--- src/restart_seq_defines.vh ---
// Constants for the automatic restart sequencer: register map, fields, resets and modes.
`ifndef RESTART_SEQ_DEFINES_VH
`define RESTART_SEQ_DEFINES_VH

// Register byte offsets.
`define OFS_MODE         8'h00
`define OFS_ATTEMPTS     8'h04
`define OFS_STATUS       8'h08
`define OFS_LEFT         8'h0C
`define OFS_CLEAR        8'h10

// Reset values.
`define MODE_RST         3'h0
`define ATTEMPTS_RST     8'h03

// Status field positions.
`define ST_BLACKOUT_BIT  0
`define ST_BROWNOUT_BIT  1
`define ST_EXHAUST_BIT   2
`define ST_ALARM_BIT     3
`define ST_STATE_LSB     4
`define ST_ONSEEN_BIT    7
`define ST_READY_BIT     8

// Clear register field position.
`define CLR_EXHAUST_BIT  0

// Restart mode values.
`define MODE_INHIBIT     3'h0
`define MODE_ACK_ONLY    3'h1
`define MODE_BLK_SUPPLY  3'h2
`define MODE_ALL_ANY     3'h3
`define MODE_SUPPLY_ANY  3'h4
`define MODE_ALL_BLK     3'h5
`define MODE_ALL_ALWAYS  3'h6

`endif

--- src/auto_restart_sequencer.v ---
// Automatic restart policy after supply interruptions, with an APB register file.
//
// The address map and the APB interface to the registers were decided locally.
`timescale 1ns/1ps
`default_nettype none
`include "restart_seq_defines.vh"

// Functional notes
// - Power stage loss only is brownout; both blackout.
// - Mode 0: no restart, fresh ON needed.
// - Mode 1: blackout clears all, brownout none.
// - Mode 1: no automatic restart.
// - Mode 2: blackout clears supply fault, restarts.
// - Mode 2: outage ON restarts only if ready.
// - Mode 3: clear all, restart, either outage.
// - Mode 3: outage ON ignored.
// - Mode 4: clear supply fault, restart, either outage.
// - Mode 4: outage ON ignored.
// - Mode 5: blackout clears all, restarts; brownout not.
// - Mode 5: outage ON always starts, acknowledging.
// - Mode 6: clear all, restart, either outage.
// - Mode 6: outage ON always restarts, acknowledging.
// - Counter loads attempt count, decrements per failure.
// - All attempts failed raises exhausted fault.
// - Successful start reloads the attempt counter.
module auto_restart_sequencer #(
   parameter CNT_W  = 8,
   parameter ADDR_W = 8
) (
   input  wire              CLK_SYS_I,                 // System clock, 25 MHz.
   input  wire              RST_N_I,                   // Asynchronous reset, active low.
   input  wire              PSEL_I,                    // APB select.
   input  wire              PENABLE_I,                 // APB access phase.
   input  wire              PWRITE_I,                  // APB direction, high for write.
   input  wire [ADDR_W-1:0] PADDR_I,                   // APB byte address.
   input  wire [31:0]       PWDATA_I,                  // APB write data.
   output reg  [31:0]       PRDATA_O,                  // APB read data.
   output wire              PREADY_O,                  // APB ready.
   output wire              PSLVERR_O,                 // APB error, unmapped address.
   input  wire              POWER_STAGE_OK_I,          // Power stage supply present.
   input  wire              CONTROL_SUPPLY_OK_I,       // Control supply present.
   input  wire              ON_CMD_I,                  // ON command from the controller.
   input  wire              READY_TO_RUN_I,            // Drive is ready to run.
   input  wire              RUNNING_I,                 // Drive is running.
   input  wire              ANY_FAULT_I,               // Any fault pending in the store.
   input  wire              SUPPLY_LOSS_FAULT_I,       // Supply loss fault pending.
   input  wire              START_FAILED_I,            // Start attempt hit a new fault.
   output reg               ACK_ALL_FAULTS_O,          // Pulse: acknowledge every fault.
   output reg               ACK_SUPPLY_LOSS_FAULT_O,   // Pulse: acknowledge supply loss fault.
   output reg               AUTO_START_O,              // Level: automatic start request.
   output reg               RESTART_EXHAUSTED_FAULT_O, // Level: all attempts used.
   output wire              RESTART_PENDING_ALARM_O    // Level: restart armed or running.
);

   localparam ST_POWERED = 3'h0;
   localparam ST_OUTAGE  = 3'h1;
   localparam ST_ARMED   = 3'h2;
   localparam ST_START   = 3'h3;

   wire [7:0] pins_sync;
   wire       line_ok;
   wire       ctrl_ok;
   wire       on_lvl;
   wire       ready;
   wire       running;
   wire       fault_any;
   wire       fault_supply;
   wire       start_fail;

   pin_sync #(
      .WIDTH (8)
   ) u_sync (
      .clk_i   (CLK_SYS_I),
      .rst_n_i (RST_N_I),
      .async_i ({START_FAILED_I, SUPPLY_LOSS_FAULT_I, ANY_FAULT_I, RUNNING_I,
                 READY_TO_RUN_I, ON_CMD_I, CONTROL_SUPPLY_OK_I, POWER_STAGE_OK_I}),
      .sync_o  (pins_sync)
   );

   assign line_ok      = pins_sync[0];
   assign ctrl_ok      = pins_sync[1];
   assign on_lvl       = pins_sync[2];
   assign ready        = pins_sync[3];
   assign running      = pins_sync[4];
   assign fault_any    = pins_sync[5];
   assign fault_supply = pins_sync[6];
   assign start_fail   = pins_sync[7];

   reg [2:0]       restart_mode_select;
   reg [CNT_W-1:0] start_attempt_count;
   reg [CNT_W-1:0] attempts_left;
   reg [2:0]       state;
   reg             blackout;
   reg             last_blackout;
   reg             last_brownout;
   reg             ready_at_fail;
   reg             on_seen;
   reg             on_prev;
   reg             fail_prev;
   reg             ack_kind_all;
   reg             set_exhaust;
   reg [1:0]       sync_fill;

   wire pwr_ok    = line_ok & ctrl_ok;
   wire on_rise   = on_lvl & ~on_prev;
   wire fail_rise = start_fail & ~fail_prev;

   // Returns {restart, ack_all, ack_supply} for one power return.
   function [2:0] decide;
      input [2:0] mode;
      input       blk;
      input       on_in_outage;
      input       rdy_at_fail;
      begin
         case (mode)
            `MODE_INHIBIT: begin
               decide = 3'h0;
            end
            `MODE_ACK_ONLY: begin
               decide = {1'b0, blk, 1'b0};
            end
            `MODE_BLK_SUPPLY: begin
               decide = {blk & (~on_in_outage | rdy_at_fail), 1'b0, blk};
            end
            `MODE_ALL_ANY: begin
               decide = 3'h6;
            end
            `MODE_SUPPLY_ANY: begin
               decide = 3'h5;
            end
            `MODE_ALL_BLK: begin
               decide = {blk | on_in_outage, blk | on_in_outage, 1'b0};
            end
            `MODE_ALL_ALWAYS: begin
               decide = 3'h6;
            end
            default: begin
               decide = 3'h0;
            end
         endcase
      end
   endfunction

   wire [2:0] dec = decide(restart_mode_select, blackout, on_seen | on_rise, ready_at_fail);

   // Policy state machine; a supply drop in any state wins over everything else.
   always @(posedge CLK_SYS_I or negedge RST_N_I) begin
      if (!RST_N_I) begin
         state                   <= ST_OUTAGE;
         blackout                <= 1'b1;
         last_blackout           <= 1'b0;
         last_brownout           <= 1'b0;
         ready_at_fail           <= 1'b0;
         on_seen                 <= 1'b0;
         on_prev                 <= 1'b1;
         sync_fill               <= 2'h0;
         fail_prev               <= 1'b0;
         ack_kind_all            <= 1'b0;
         attempts_left           <= {CNT_W{1'b0}};
         ACK_ALL_FAULTS_O        <= 1'b0;
         ACK_SUPPLY_LOSS_FAULT_O <= 1'b0;
         AUTO_START_O            <= 1'b0;
         set_exhaust             <= 1'b0;
      end else begin
         // The edge detector ignores ON until the synchroniser holds real pin levels,
         // so an ON already high at reset release is not taken for a new command.
         sync_fill               <= {sync_fill[0], 1'b1};
         on_prev                 <= on_lvl | ~sync_fill[1];
         fail_prev               <= start_fail;
         ACK_ALL_FAULTS_O        <= 1'b0;
         ACK_SUPPLY_LOSS_FAULT_O <= 1'b0;
         set_exhaust             <= 1'b0;
         if (!pwr_ok && state != ST_OUTAGE) begin
            state         <= ST_OUTAGE;
            blackout      <= ~ctrl_ok;
            ready_at_fail <= ready;
            on_seen       <= 1'b0;
            AUTO_START_O  <= 1'b0;
         end else begin
            case (state)
               ST_OUTAGE: begin
                  if (!ctrl_ok) begin
                     blackout <= 1'b1;
                  end
                  if (on_rise) begin
                     on_seen <= 1'b1;
                  end
                  if (pwr_ok) begin
                     last_blackout           <= blackout;
                     last_brownout           <= ~blackout;
                     ACK_ALL_FAULTS_O        <= dec[1];
                     ACK_SUPPLY_LOSS_FAULT_O <= dec[0];
                     ack_kind_all            <= dec[1];
                     if (dec[2] && on_lvl) begin
                        if (start_attempt_count == {CNT_W{1'b0}}) begin
                           set_exhaust <= 1'b1;
                           state       <= ST_POWERED;
                        end else begin
                           attempts_left <= start_attempt_count;
                           state         <= ST_ARMED;
                        end
                     end else begin
                        state <= ST_POWERED;
                     end
                  end
               end
               ST_ARMED: begin
                  if (!on_lvl) begin
                     state <= ST_POWERED;
                  end else if (ack_kind_all ? !fault_any : !fault_supply) begin
                     AUTO_START_O <= 1'b1;
                     state        <= ST_START;
                  end
               end
               ST_START: begin
                  if (running) begin
                     AUTO_START_O  <= 1'b0;
                     attempts_left <= start_attempt_count;
                     state         <= ST_POWERED;
                  end else if (fail_rise) begin
                     AUTO_START_O <= 1'b0;
                     if (attempts_left <= {{(CNT_W-1){1'b0}}, 1'b1}) begin
                        attempts_left <= {CNT_W{1'b0}};
                        set_exhaust   <= 1'b1;
                        state         <= ST_POWERED;
                     end else begin
                        // A retry acknowledges the new fault in the same manner as before.
                        attempts_left           <= attempts_left - 1'b1;
                        ACK_ALL_FAULTS_O        <= ack_kind_all;
                        ACK_SUPPLY_LOSS_FAULT_O <= ~ack_kind_all;
                        state                   <= ST_ARMED;
                     end
                  end else if (!on_lvl) begin
                     AUTO_START_O <= 1'b0;
                     state        <= ST_POWERED;
                  end
               end
               ST_POWERED: begin
                  state <= ST_POWERED;
               end
               default: begin
                  state <= ST_POWERED;
               end
            endcase
         end
      end
   end

   // Alarm shows a restart that is armed or in progress and drops once the drive runs.
   assign RESTART_PENDING_ALARM_O = (state == ST_ARMED) || (state == ST_START);

   // APB slave: zero wait states, read data captured during the setup cycle.
   wire setup_rd  = PSEL_I & ~PENABLE_I & ~PWRITE_I;
   wire access    = PSEL_I & PENABLE_I;
   wire mapped    = (PADDR_I == `OFS_MODE) || (PADDR_I == `OFS_ATTEMPTS) ||
                    (PADDR_I == `OFS_STATUS) || (PADDR_I == `OFS_LEFT) ||
                    (PADDR_I == `OFS_CLEAR);
   wire wr_strobe = access & PWRITE_I & mapped;
   wire clr_req   = wr_strobe && (PADDR_I == `OFS_CLEAR) && PWDATA_I[`CLR_EXHAUST_BIT];

   assign PREADY_O  = 1'b1;
   assign PSLVERR_O = access & ~mapped;

   reg [31:0] status_word;

   always @* begin
      status_word                    = 32'h0000_0000;
      status_word[`ST_BLACKOUT_BIT]  = last_blackout;
      status_word[`ST_BROWNOUT_BIT]  = last_brownout;
      status_word[`ST_EXHAUST_BIT]   = RESTART_EXHAUSTED_FAULT_O;
      status_word[`ST_ALARM_BIT]     = RESTART_PENDING_ALARM_O;
      status_word[`ST_STATE_LSB+2:`ST_STATE_LSB] = state;
      status_word[`ST_ONSEEN_BIT]    = on_seen;
      status_word[`ST_READY_BIT]     = ready_at_fail;
   end

   always @(posedge CLK_SYS_I or negedge RST_N_I) begin
      if (!RST_N_I) begin
         restart_mode_select <= `MODE_RST;
         start_attempt_count <= `ATTEMPTS_RST;
         PRDATA_O            <= 32'h0000_0000;
      end else begin
         if (wr_strobe && PADDR_I == `OFS_MODE) begin
            restart_mode_select <= PWDATA_I[2:0];
         end
         if (wr_strobe && PADDR_I == `OFS_ATTEMPTS) begin
            start_attempt_count <= PWDATA_I[CNT_W-1:0];
         end
         if (setup_rd) begin
            case (PADDR_I)
               `OFS_MODE:     PRDATA_O <= {29'h0000_0000, restart_mode_select};
               `OFS_ATTEMPTS: PRDATA_O <= {{(32-CNT_W){1'b0}}, start_attempt_count};
               `OFS_STATUS:   PRDATA_O <= status_word;
               `OFS_LEFT:     PRDATA_O <= {{(32-CNT_W){1'b0}}, attempts_left};
               default:       PRDATA_O <= 32'h0000_0000;
            endcase
         end
      end
   end

   // Exhausted fault is sticky; a new exhaustion in the clearing cycle wins.
   always @(posedge CLK_SYS_I or negedge RST_N_I) begin
      if (!RST_N_I) begin
         RESTART_EXHAUSTED_FAULT_O <= 1'b0;
      end else if (set_exhaust) begin
         RESTART_EXHAUSTED_FAULT_O <= 1'b1;
      end else if (clr_req) begin
         RESTART_EXHAUSTED_FAULT_O <= 1'b0;
      end
   end

endmodule

`default_nettype wire

--- src/pin_sync.v ---
// Two-stage synchroniser for a group of asynchronous input pins.
`timescale 1ns/1ps
`default_nettype none

module pin_sync #(
   parameter WIDTH = 8
) (
   input  wire             clk_i,   // System clock.
   input  wire             rst_n_i, // Asynchronous reset, active low.
   input  wire [WIDTH-1:0] async_i, // Raw pin levels.
   output wire [WIDTH-1:0] sync_o   // Levels after two flip-flops.
);

   reg [WIDTH-1:0] stage1;
   reg [WIDTH-1:0] stage2;

   // The first stage may go metastable, so only the second stage reads it.
   always @(posedge clk_i or negedge rst_n_i) begin
      if (!rst_n_i) begin
         stage1 <= {WIDTH{1'b0}};
         stage2 <= {WIDTH{1'b0}};
      end else begin
         stage1 <= async_i;
         stage2 <= stage1;
      end
   end

   assign sync_o = stage2;

endmodule

`default_nettype wire

--- config.mk ---
export PLATFORM = sky130hd
export DESIGN_NAME = auto_restart_sequencer
export DESIGN_NICKNAME = d
export VERILOG_FILES = /design/src/auto_restart_sequencer.v /design/src/pin_sync.v
export VERILOG_INCLUDE_DIRS = /design/src
export SDC_FILE = /design/constraint.sdc
export NUM_CORES = 1
export LEC_CHECK = 0
export ABC_CLOCK_PERIOD_IN_PS = 4300
export BUFFER_PORTS_ARGS = -buffer_cell sky130_fd_sc_hd__buf_2
export CAP_MARGIN = 20
export CORE_MARGIN = 4
export CORE_UTILIZATION = 55
export CTS_CLUSTER_SIZE = 40
export DETAILED_ROUTE_END_ITERATION = 8
export HOLD_SLACK_MARGIN = 0.05
export PLACE_DENSITY = 0.84
export SLEW_MARGIN = 20
export SYNTH_ARGS = -nofsm -noshare
export SYNTH_HDL_FRONTEND = slang
export SYNTH_SLANG_ARGS = --single-unit
--- constraint.sdc ---
create_clock -name CLK_SYS_I -period 4.3 [get_ports CLK_SYS_I]
set_clock_uncertainty 0.05 [all_clocks]
set_input_delay 0.43 -clock CLK_SYS_I [delete_from_list [all_inputs] [get_ports CLK_SYS_I]]
set_output_delay 0.43 -clock CLK_SYS_I [all_outputs]
set_load 0.005 [all_outputs]
# Word-level counts from Yosys, hierarchy flattened

Cells that the tools add are included.
W data, S select, Z words.

Bits in registers: 85
Bits of input ports: 53
Output and inout bits: 39
Word-level logic and storage cells: 156

$add $sub $neg: 1
$lt $le $gt $ge: 1
Eq/ne operators: 24
Muxes and demuxes: 56
Bitwise operators: 25
Reductions and logical operators: 28

Operator list:

| operator              | number |
|---|---|
| $mux W8               | 6 |
| $pmux W9 S4           | 1 |
| $mux W1               | 32 |
| $mux W3               | 8 |
| $eq A8 B4 Y1 const B  | 2 |
| $logic_not A8 Y1      | 2 |
| $pmux W8 S2           | 1 |
| $pmux W3 S5           | 1 |
| $eq A3 B2 Y1 const B  | 4 |
| $not A1 Y1            | 11 |
| $and A1 B1 Y1         | 10 |
| $eq A3 B3 Y1 const B  | 3 |
| $pmux W3 S3           | 1 |
| $eq A8 B3 Y1 const B  | 1 |
| $eq A8 B5 Y1 const B  | 1 |
| $le A8 B1 Y1 const B  | 1 |
| $ne A2 B2 Y1 const B  | 4 |
| $pmux W1 S2           | 4 |
| $reduce_bool A2 Y1    | 4 |
| $sub A8 B1 Y8 const B | 1 |
| $eq A3 B1 Y1 const B  | 2 |
| $logic_and A1 B1 Y1   | 6 |
| $ne A3 B2 Y1 const B  | 2 |
| $ne A3 B3 Y1 const B  | 2 |
| 13 further kinds      | 25 |

# Depth between registers and ports, before layout

Word-level depth: 12
Mapped depth: 7

# Hierarchy

A second synthesis with hierarchy kept.

Cell total of the unflattened synthesis: 286
Area, all modules: 3050.4 um^2

Modules (own cells, without submodules):

| module                 | times used | cells each | area each (um^2) |
|---|---|---|---|
| auto_restart_sequencer | 1          | 270        | 2650.0 |
| pin_sync               | 1          | 16         | 400.4 |

# Least setup slack after synthesis

Ideal clock, no wire load.

Kind: in2reg
Start point: in PADDR_I[0]
End point: reg start_attempt_count[2]
Arrival time: 1.974 ns
Setup slack: 2.151 ns
Stages on the path: 5
Buffers on the path: 0
Path through: or4_4 nor3_4 nand2_2 nor3b_4 mux2_2

Word-level cells in the longest chain between the ends: 7

RTL lines:

| what                                             | RTL line                     | RTL |
|---|---|---|
| start: declaration                               | auto_restart_sequencer.v:35  | `input wire [ADDR_W-1:0] PADDR_I,` |
| $eq A8 B3 Y1 or $logic_not A8 Y1 (tied branches) | --                           |  |
| $logic_or A1 B1 Y1 (4 in a row)                  | auto_restart_sequencer.v:255 | `` wire mapped = (PADDR_I == `OFS_MODE) \|\| (PADDR_I == `OFS_ATTEMPTS) \|\| `` |
| $and A1 B1 Y1                                    | auto_restart_sequencer.v:258 | `wire wr_strobe = access & PWRITE_I & mapped;` |
| $logic_and A1 B1 Y1 (no line) (*)                | --                           |  |
| end signal: assignment                           | auto_restart_sequencer.v:280 | `` start_attempt_count <= `ATTEMPTS_RST; `` |
| end signal: assignment                           | auto_restart_sequencer.v:287 | `start_attempt_count <= PWDATA_I[CNT_W-1:0];` |
| end: declaration                                 | auto_restart_sequencer.v:90  | `reg [CNT_W-1:0] start_attempt_count;` |

Mark *: on every way between the ends. The rest lies on a longest branch, timed or not.
A chain may end at the register's enable or synchronous reset.

# Final worst setup path

Start point: reg state[1]
End point: reg ACK_SUPPLY_LOSS_FAULT_O

Word-level cells in the longest chain between the ends: 3

RTL lines:

| what                                               | RTL line                                                   | RTL |
|---|---|---|
| start: declaration                                 | auto_restart_sequencer.v:92                                | `reg [2:0] state;` |
| start signal: assignment                           | auto_restart_sequencer.v:149                               | `state <= ST_OUTAGE;` |
| start signal: assignment                           | auto_restart_sequencer.v:174                               | `state <= ST_OUTAGE;` |
| start signal: assignment                           | auto_restart_sequencer.v:197                               | `state <= ST_POWERED;` |
| $eq A3 B2 Y1 (tied with other cells)               | auto_restart_sequencer.v:180                               | `case (state)` |
| $pmux W1 S2 or $logic_and A1 B1 Y1 (tied branches) | auto_restart_sequencer.v:180, auto_restart_sequencer.v:173 |  |
| $mux W1 (*)                                        | auto_restart_sequencer.v:173                               | `if (!pwr_ok && state != ST_OUTAGE) begin` |
| end signal: assignment                             | auto_restart_sequencer.v:192                               | `ACK_SUPPLY_LOSS_FAULT_O <= dec[0];` |
| end signal: assignment                             | auto_restart_sequencer.v:230                               | `ACK_SUPPLY_LOSS_FAULT_O <= ~ack_kind_all;` |
| end: declaration                                   | auto_restart_sequencer.v:49                                | `output reg ACK_SUPPLY_LOSS_FAULT_O,` |

Marked as above.

==> run_results.csv <==
group,metric,value,unit
timing,setup_viol_count_final,0,
power_and_ir_drop,ir_drop,0.296,mV
synthesis,synth_area_leaders,"dfrtp_1 (47%), buf_4 (6.0%), mux2_2 (5.6%)",
floorplan,ios,92,
placed_design,io_buffers,43,
synthesis,ys_ff_latch,61,
clock_network,post_cts_resized,0,
timing,period_needed,2.56,ns
finish,drive_gt1_share,27.8,%
power_and_ir_drop,p_per_area,346,nW/µm²
timing,rsz0062_at_grt,"no",
detailed_routing,ant_nets,0,
worst_hold_path,hold_class,"in2reg",
grt,grtUsageMet1,23.4,%
grt,grt_max_degree,62,
finish,antenna_cells,0,
clock_network,cts_tree,"done",
grt,top_usage_layer,"met2",
grt,grt_overflow_total,0,
clock_network,clk_path_buf_depth,2,
finish,syn_to_final_growth,12.2,%
worst_setup_path,crit_fanout,17,
worst_hold_path,hold_end,"u_sync.stage1[3]",
worst_hold_path,worstHoldStart,"READY_TO_RUN_I",
worst_hold_path,hold_depth,1,
clock_network,cts_sinks,61,
floorplan,start_util,57.6,%
timing,maxSlewHeadroom,46.8,%
timing,tightestPinTransition,0.791,ns
synthesis,ys.flop_type,"dfrtp_1",
detailed_routing,drt_iter0_drc,231,
grt,antenna_found_initial,0,
detailed_routing,vias_per_cell,5.51,
floorplan,num_rows,26,
synthesis,synth_area,3000,µm²
clock_network,cts_setup_buffers,0,
grt,grtUsageMet3,7.79,%
synthesis,yosysMostFrequentCell,"dfrtp_1",
timing,maxSlewViolCount,0,
placed_design,dp_cells,389,
synthesis,yosysWarnings,0,
synthesis,syn_avg_cell_area,10.5,µm²
detailed_routing,drt_pass1_iterations,4,
floorplan,die_area,6700,µm²
worst_setup_path,rr_endpoint,"ACK_SUPPLY_LOSS_FAULT_O",
grt,grt_pass1_vias,2118,
clock_network,insertion_delay,0.35,ns
timing,setup_tns,0,ns
power_and_ir_drop,leakagePower,1.56,nW
finish,final_util,64.7,%
synthesis,yosys.area.top_type,"dfrtp_1",
worst_setup_path,r2r_start,"state[1]",
clock_network,cts_buffers,9,
floorplan,core,5200,µm²
timing,whs,0.142,ns
power_and_ir_drop,power.total,1.17,mW
detailed_routing,drt-wirelength-per-cell,14.8,µm
floorplan,die_w,81.9,µm
synthesis,synth_edf_count,0,
synthesis,async_reset_ff_share,100,%
worst_setup_path,arrival,2.79,ns
worst_setup_path,reg2reg_depth,5,
outcome,outcome,"complete, no violations",
worst_setup_path,critPathKind,"reg2reg",
floorplan,die_h,81.9,µm
synthesis,synth.distinct_cells,47,
flow_run,max-cap-violations,0,
finish,nNetsFinal,385,
synthesis,ys_seq_area_share,51.1,%
grt,met2_usage,31.1,%
timing,fmax,390,MHz
clock_network,postCtsHoldBufs,0,
worst_setup_path,crit_path_end_kind,"flip-flop",
placed_design,dp_hpwl,4.33,mm
worst_setup_path,cp-start-kind,"flip-flop",
synthesis,synth_top_cell_area_share,46.7,%
timing,hold_viol,0,
detailed_routing,num_vias,2226,
clock_network,cts-root-buf,"clkbuf_8",
clock_network,htreeDepth,3,
clock_network,clk_pin_slew,0.07,ns
detailed_routing,totalWireLength,5.97,mm
worst_setup_path,ff2ff_setup_slack,1.74,ns
finish,layout.cells.non_filler,404,
synthesis,synth_common_cells,"dfrtp_1 (56), nand2_1 (33), buf_4 (24)",
detailed_routing,route.detailed.drc,0,
synthesis,netlist_instances,285,
worst_setup_path,worstPathRequired,4.53,ns
grt,grt_usage,19.6,%
grt,grt_pass1_wl,9.66,mm
placed_design,place.gp.congestion,0.917,
timing,fin_crit_sh,59.6,%
## flip-flops by register name (all words and copies together), names as in the netlist
register                   count
start_attempt_count            8
last_brownout                  1
blackout                       1
on_seen                        1
RESTART_EXHAUSTED_FAULT_O      1
ack_kind_all                   1
restart_mode_select            3
set_exhaust                    1
last_blackout                  1
on_prev                        1
sync_fill                      2
u_sync.sync_o                  8
state                          2
u_sync.stage1                  8
ACK_SUPPLY_LOSS_FAULT_O        1
AUTO_START_O                   1
ready_at_fail                  1
PRDATA_O                       9
attempts_left                  8
ACK_ALL_FAULTS_O               1
fail_prev                      1
## worst max path at each step
stage / start / to / cells after the start
detailed placement: state[1] / ACK_SUPPLY_LOSS_FAULT_O / 5
CTS: state[1] / ACK_SUPPLY_LOSS_FAULT_O / 5
finish: state[1] / ACK_SUPPLY_LOSS_FAULT_O / 5
global route: state[1] / state[1] / 5
global placement: state[1] / ACK_SUPPLY_LOSS_FAULT_O / 5
floorplan: PADDR_I[0] / start_attempt_count[2] / 5
## placed cells by master, fill, tap and decap left out, types with 4 or more instances in the layout
| master | count |
|---|---|
| dfrtp_1 | 56 |
| buf_2 | 43 |
| nand2_1 | 33 |
| conb_1 | 25 |
| o21ai_0 | 18 |
| nor2_1 | 15 |
| mux2_2 | 15 |
| clkbuf_8 | 12 |
| a21oi_1 | 10 |
| nor2b_1 | 8 |
| o31ai_1 | 7 |
| inv_1 | 6 |
| nor3_1 | 6 |
| nor4_1 | 6 |
| a22oi_1 | 6 |
| and3_1 | 5 |
| a31oi_1 | 5 |
| dfstp_2 | 5 |
| and2_1 | 4 |
| o21a_1 | 4 |
| a32oi_1 | 4 |
| o22ai_1 | 4 |
## critical path: stages, from the launching register on
cell	delay (ns)
dfrtp_1	0.61
nand3b_1	0.57
a31oi_1	0.73
nand2_1	0.16
o32ai_1	0.18
and3_1	0.20
## through the flow
stage / setup WS (ns) / instance area (µm²)
finish: 1.74 / 3370
global route: 1.55 / 3370
detailed placement: 1.86 / 3180
CTS: 1.84 / 3370
global placement: 1.85 / 3180
floorplan: 2.15 / 3090
## layout make-up
class                   count  area [µm²]
fillers                   430        1840
clock inverters             3        20.0
inverters                   6        22.5
clock buffers              12         165
multi-input cells         208        1320
flip-flops and latches     61        1530
repair buffers             44         223
well taps                  70        87.6
## layer usage
| layer | wire (µm) | up-vias |
|---|---|---|
| li1 | - | 1070 |
| met1 | 2520 | 1062 |
| met2 | 2900 | 83 |
| met3 | 422 | 11 |
| met4 | 121 | 0 |
| met5 | 0 | - |
## power breakdown
| part | switching [mW] | internal (mW) | total [mW] |
|---|---|---|---|
| Combinational | 0.0488 | 0.0333 | 0.0821 |
| Sequential | 0.0176 | 0.597 | 0.614 |
| Clock | 0.217 | 0.252 | 0.469 |
## logic make-up (layout without fill, tap and decap cells)
kind of cell / Yosys count / after routing / synth area share [%]
fa+ha+maj: 2 / 2 / 0.834
simple gates: 91 / 91 / 15.7
mux: 21 / 21 / 8.88
buf+inv: 39 / 65 / 7.96
flops: 61 / 61 / 51.1
compound gates: 69 / 69 / 15.3
other cells: 2 / 25 / 0.250
(Power assumes the default switching activity.)
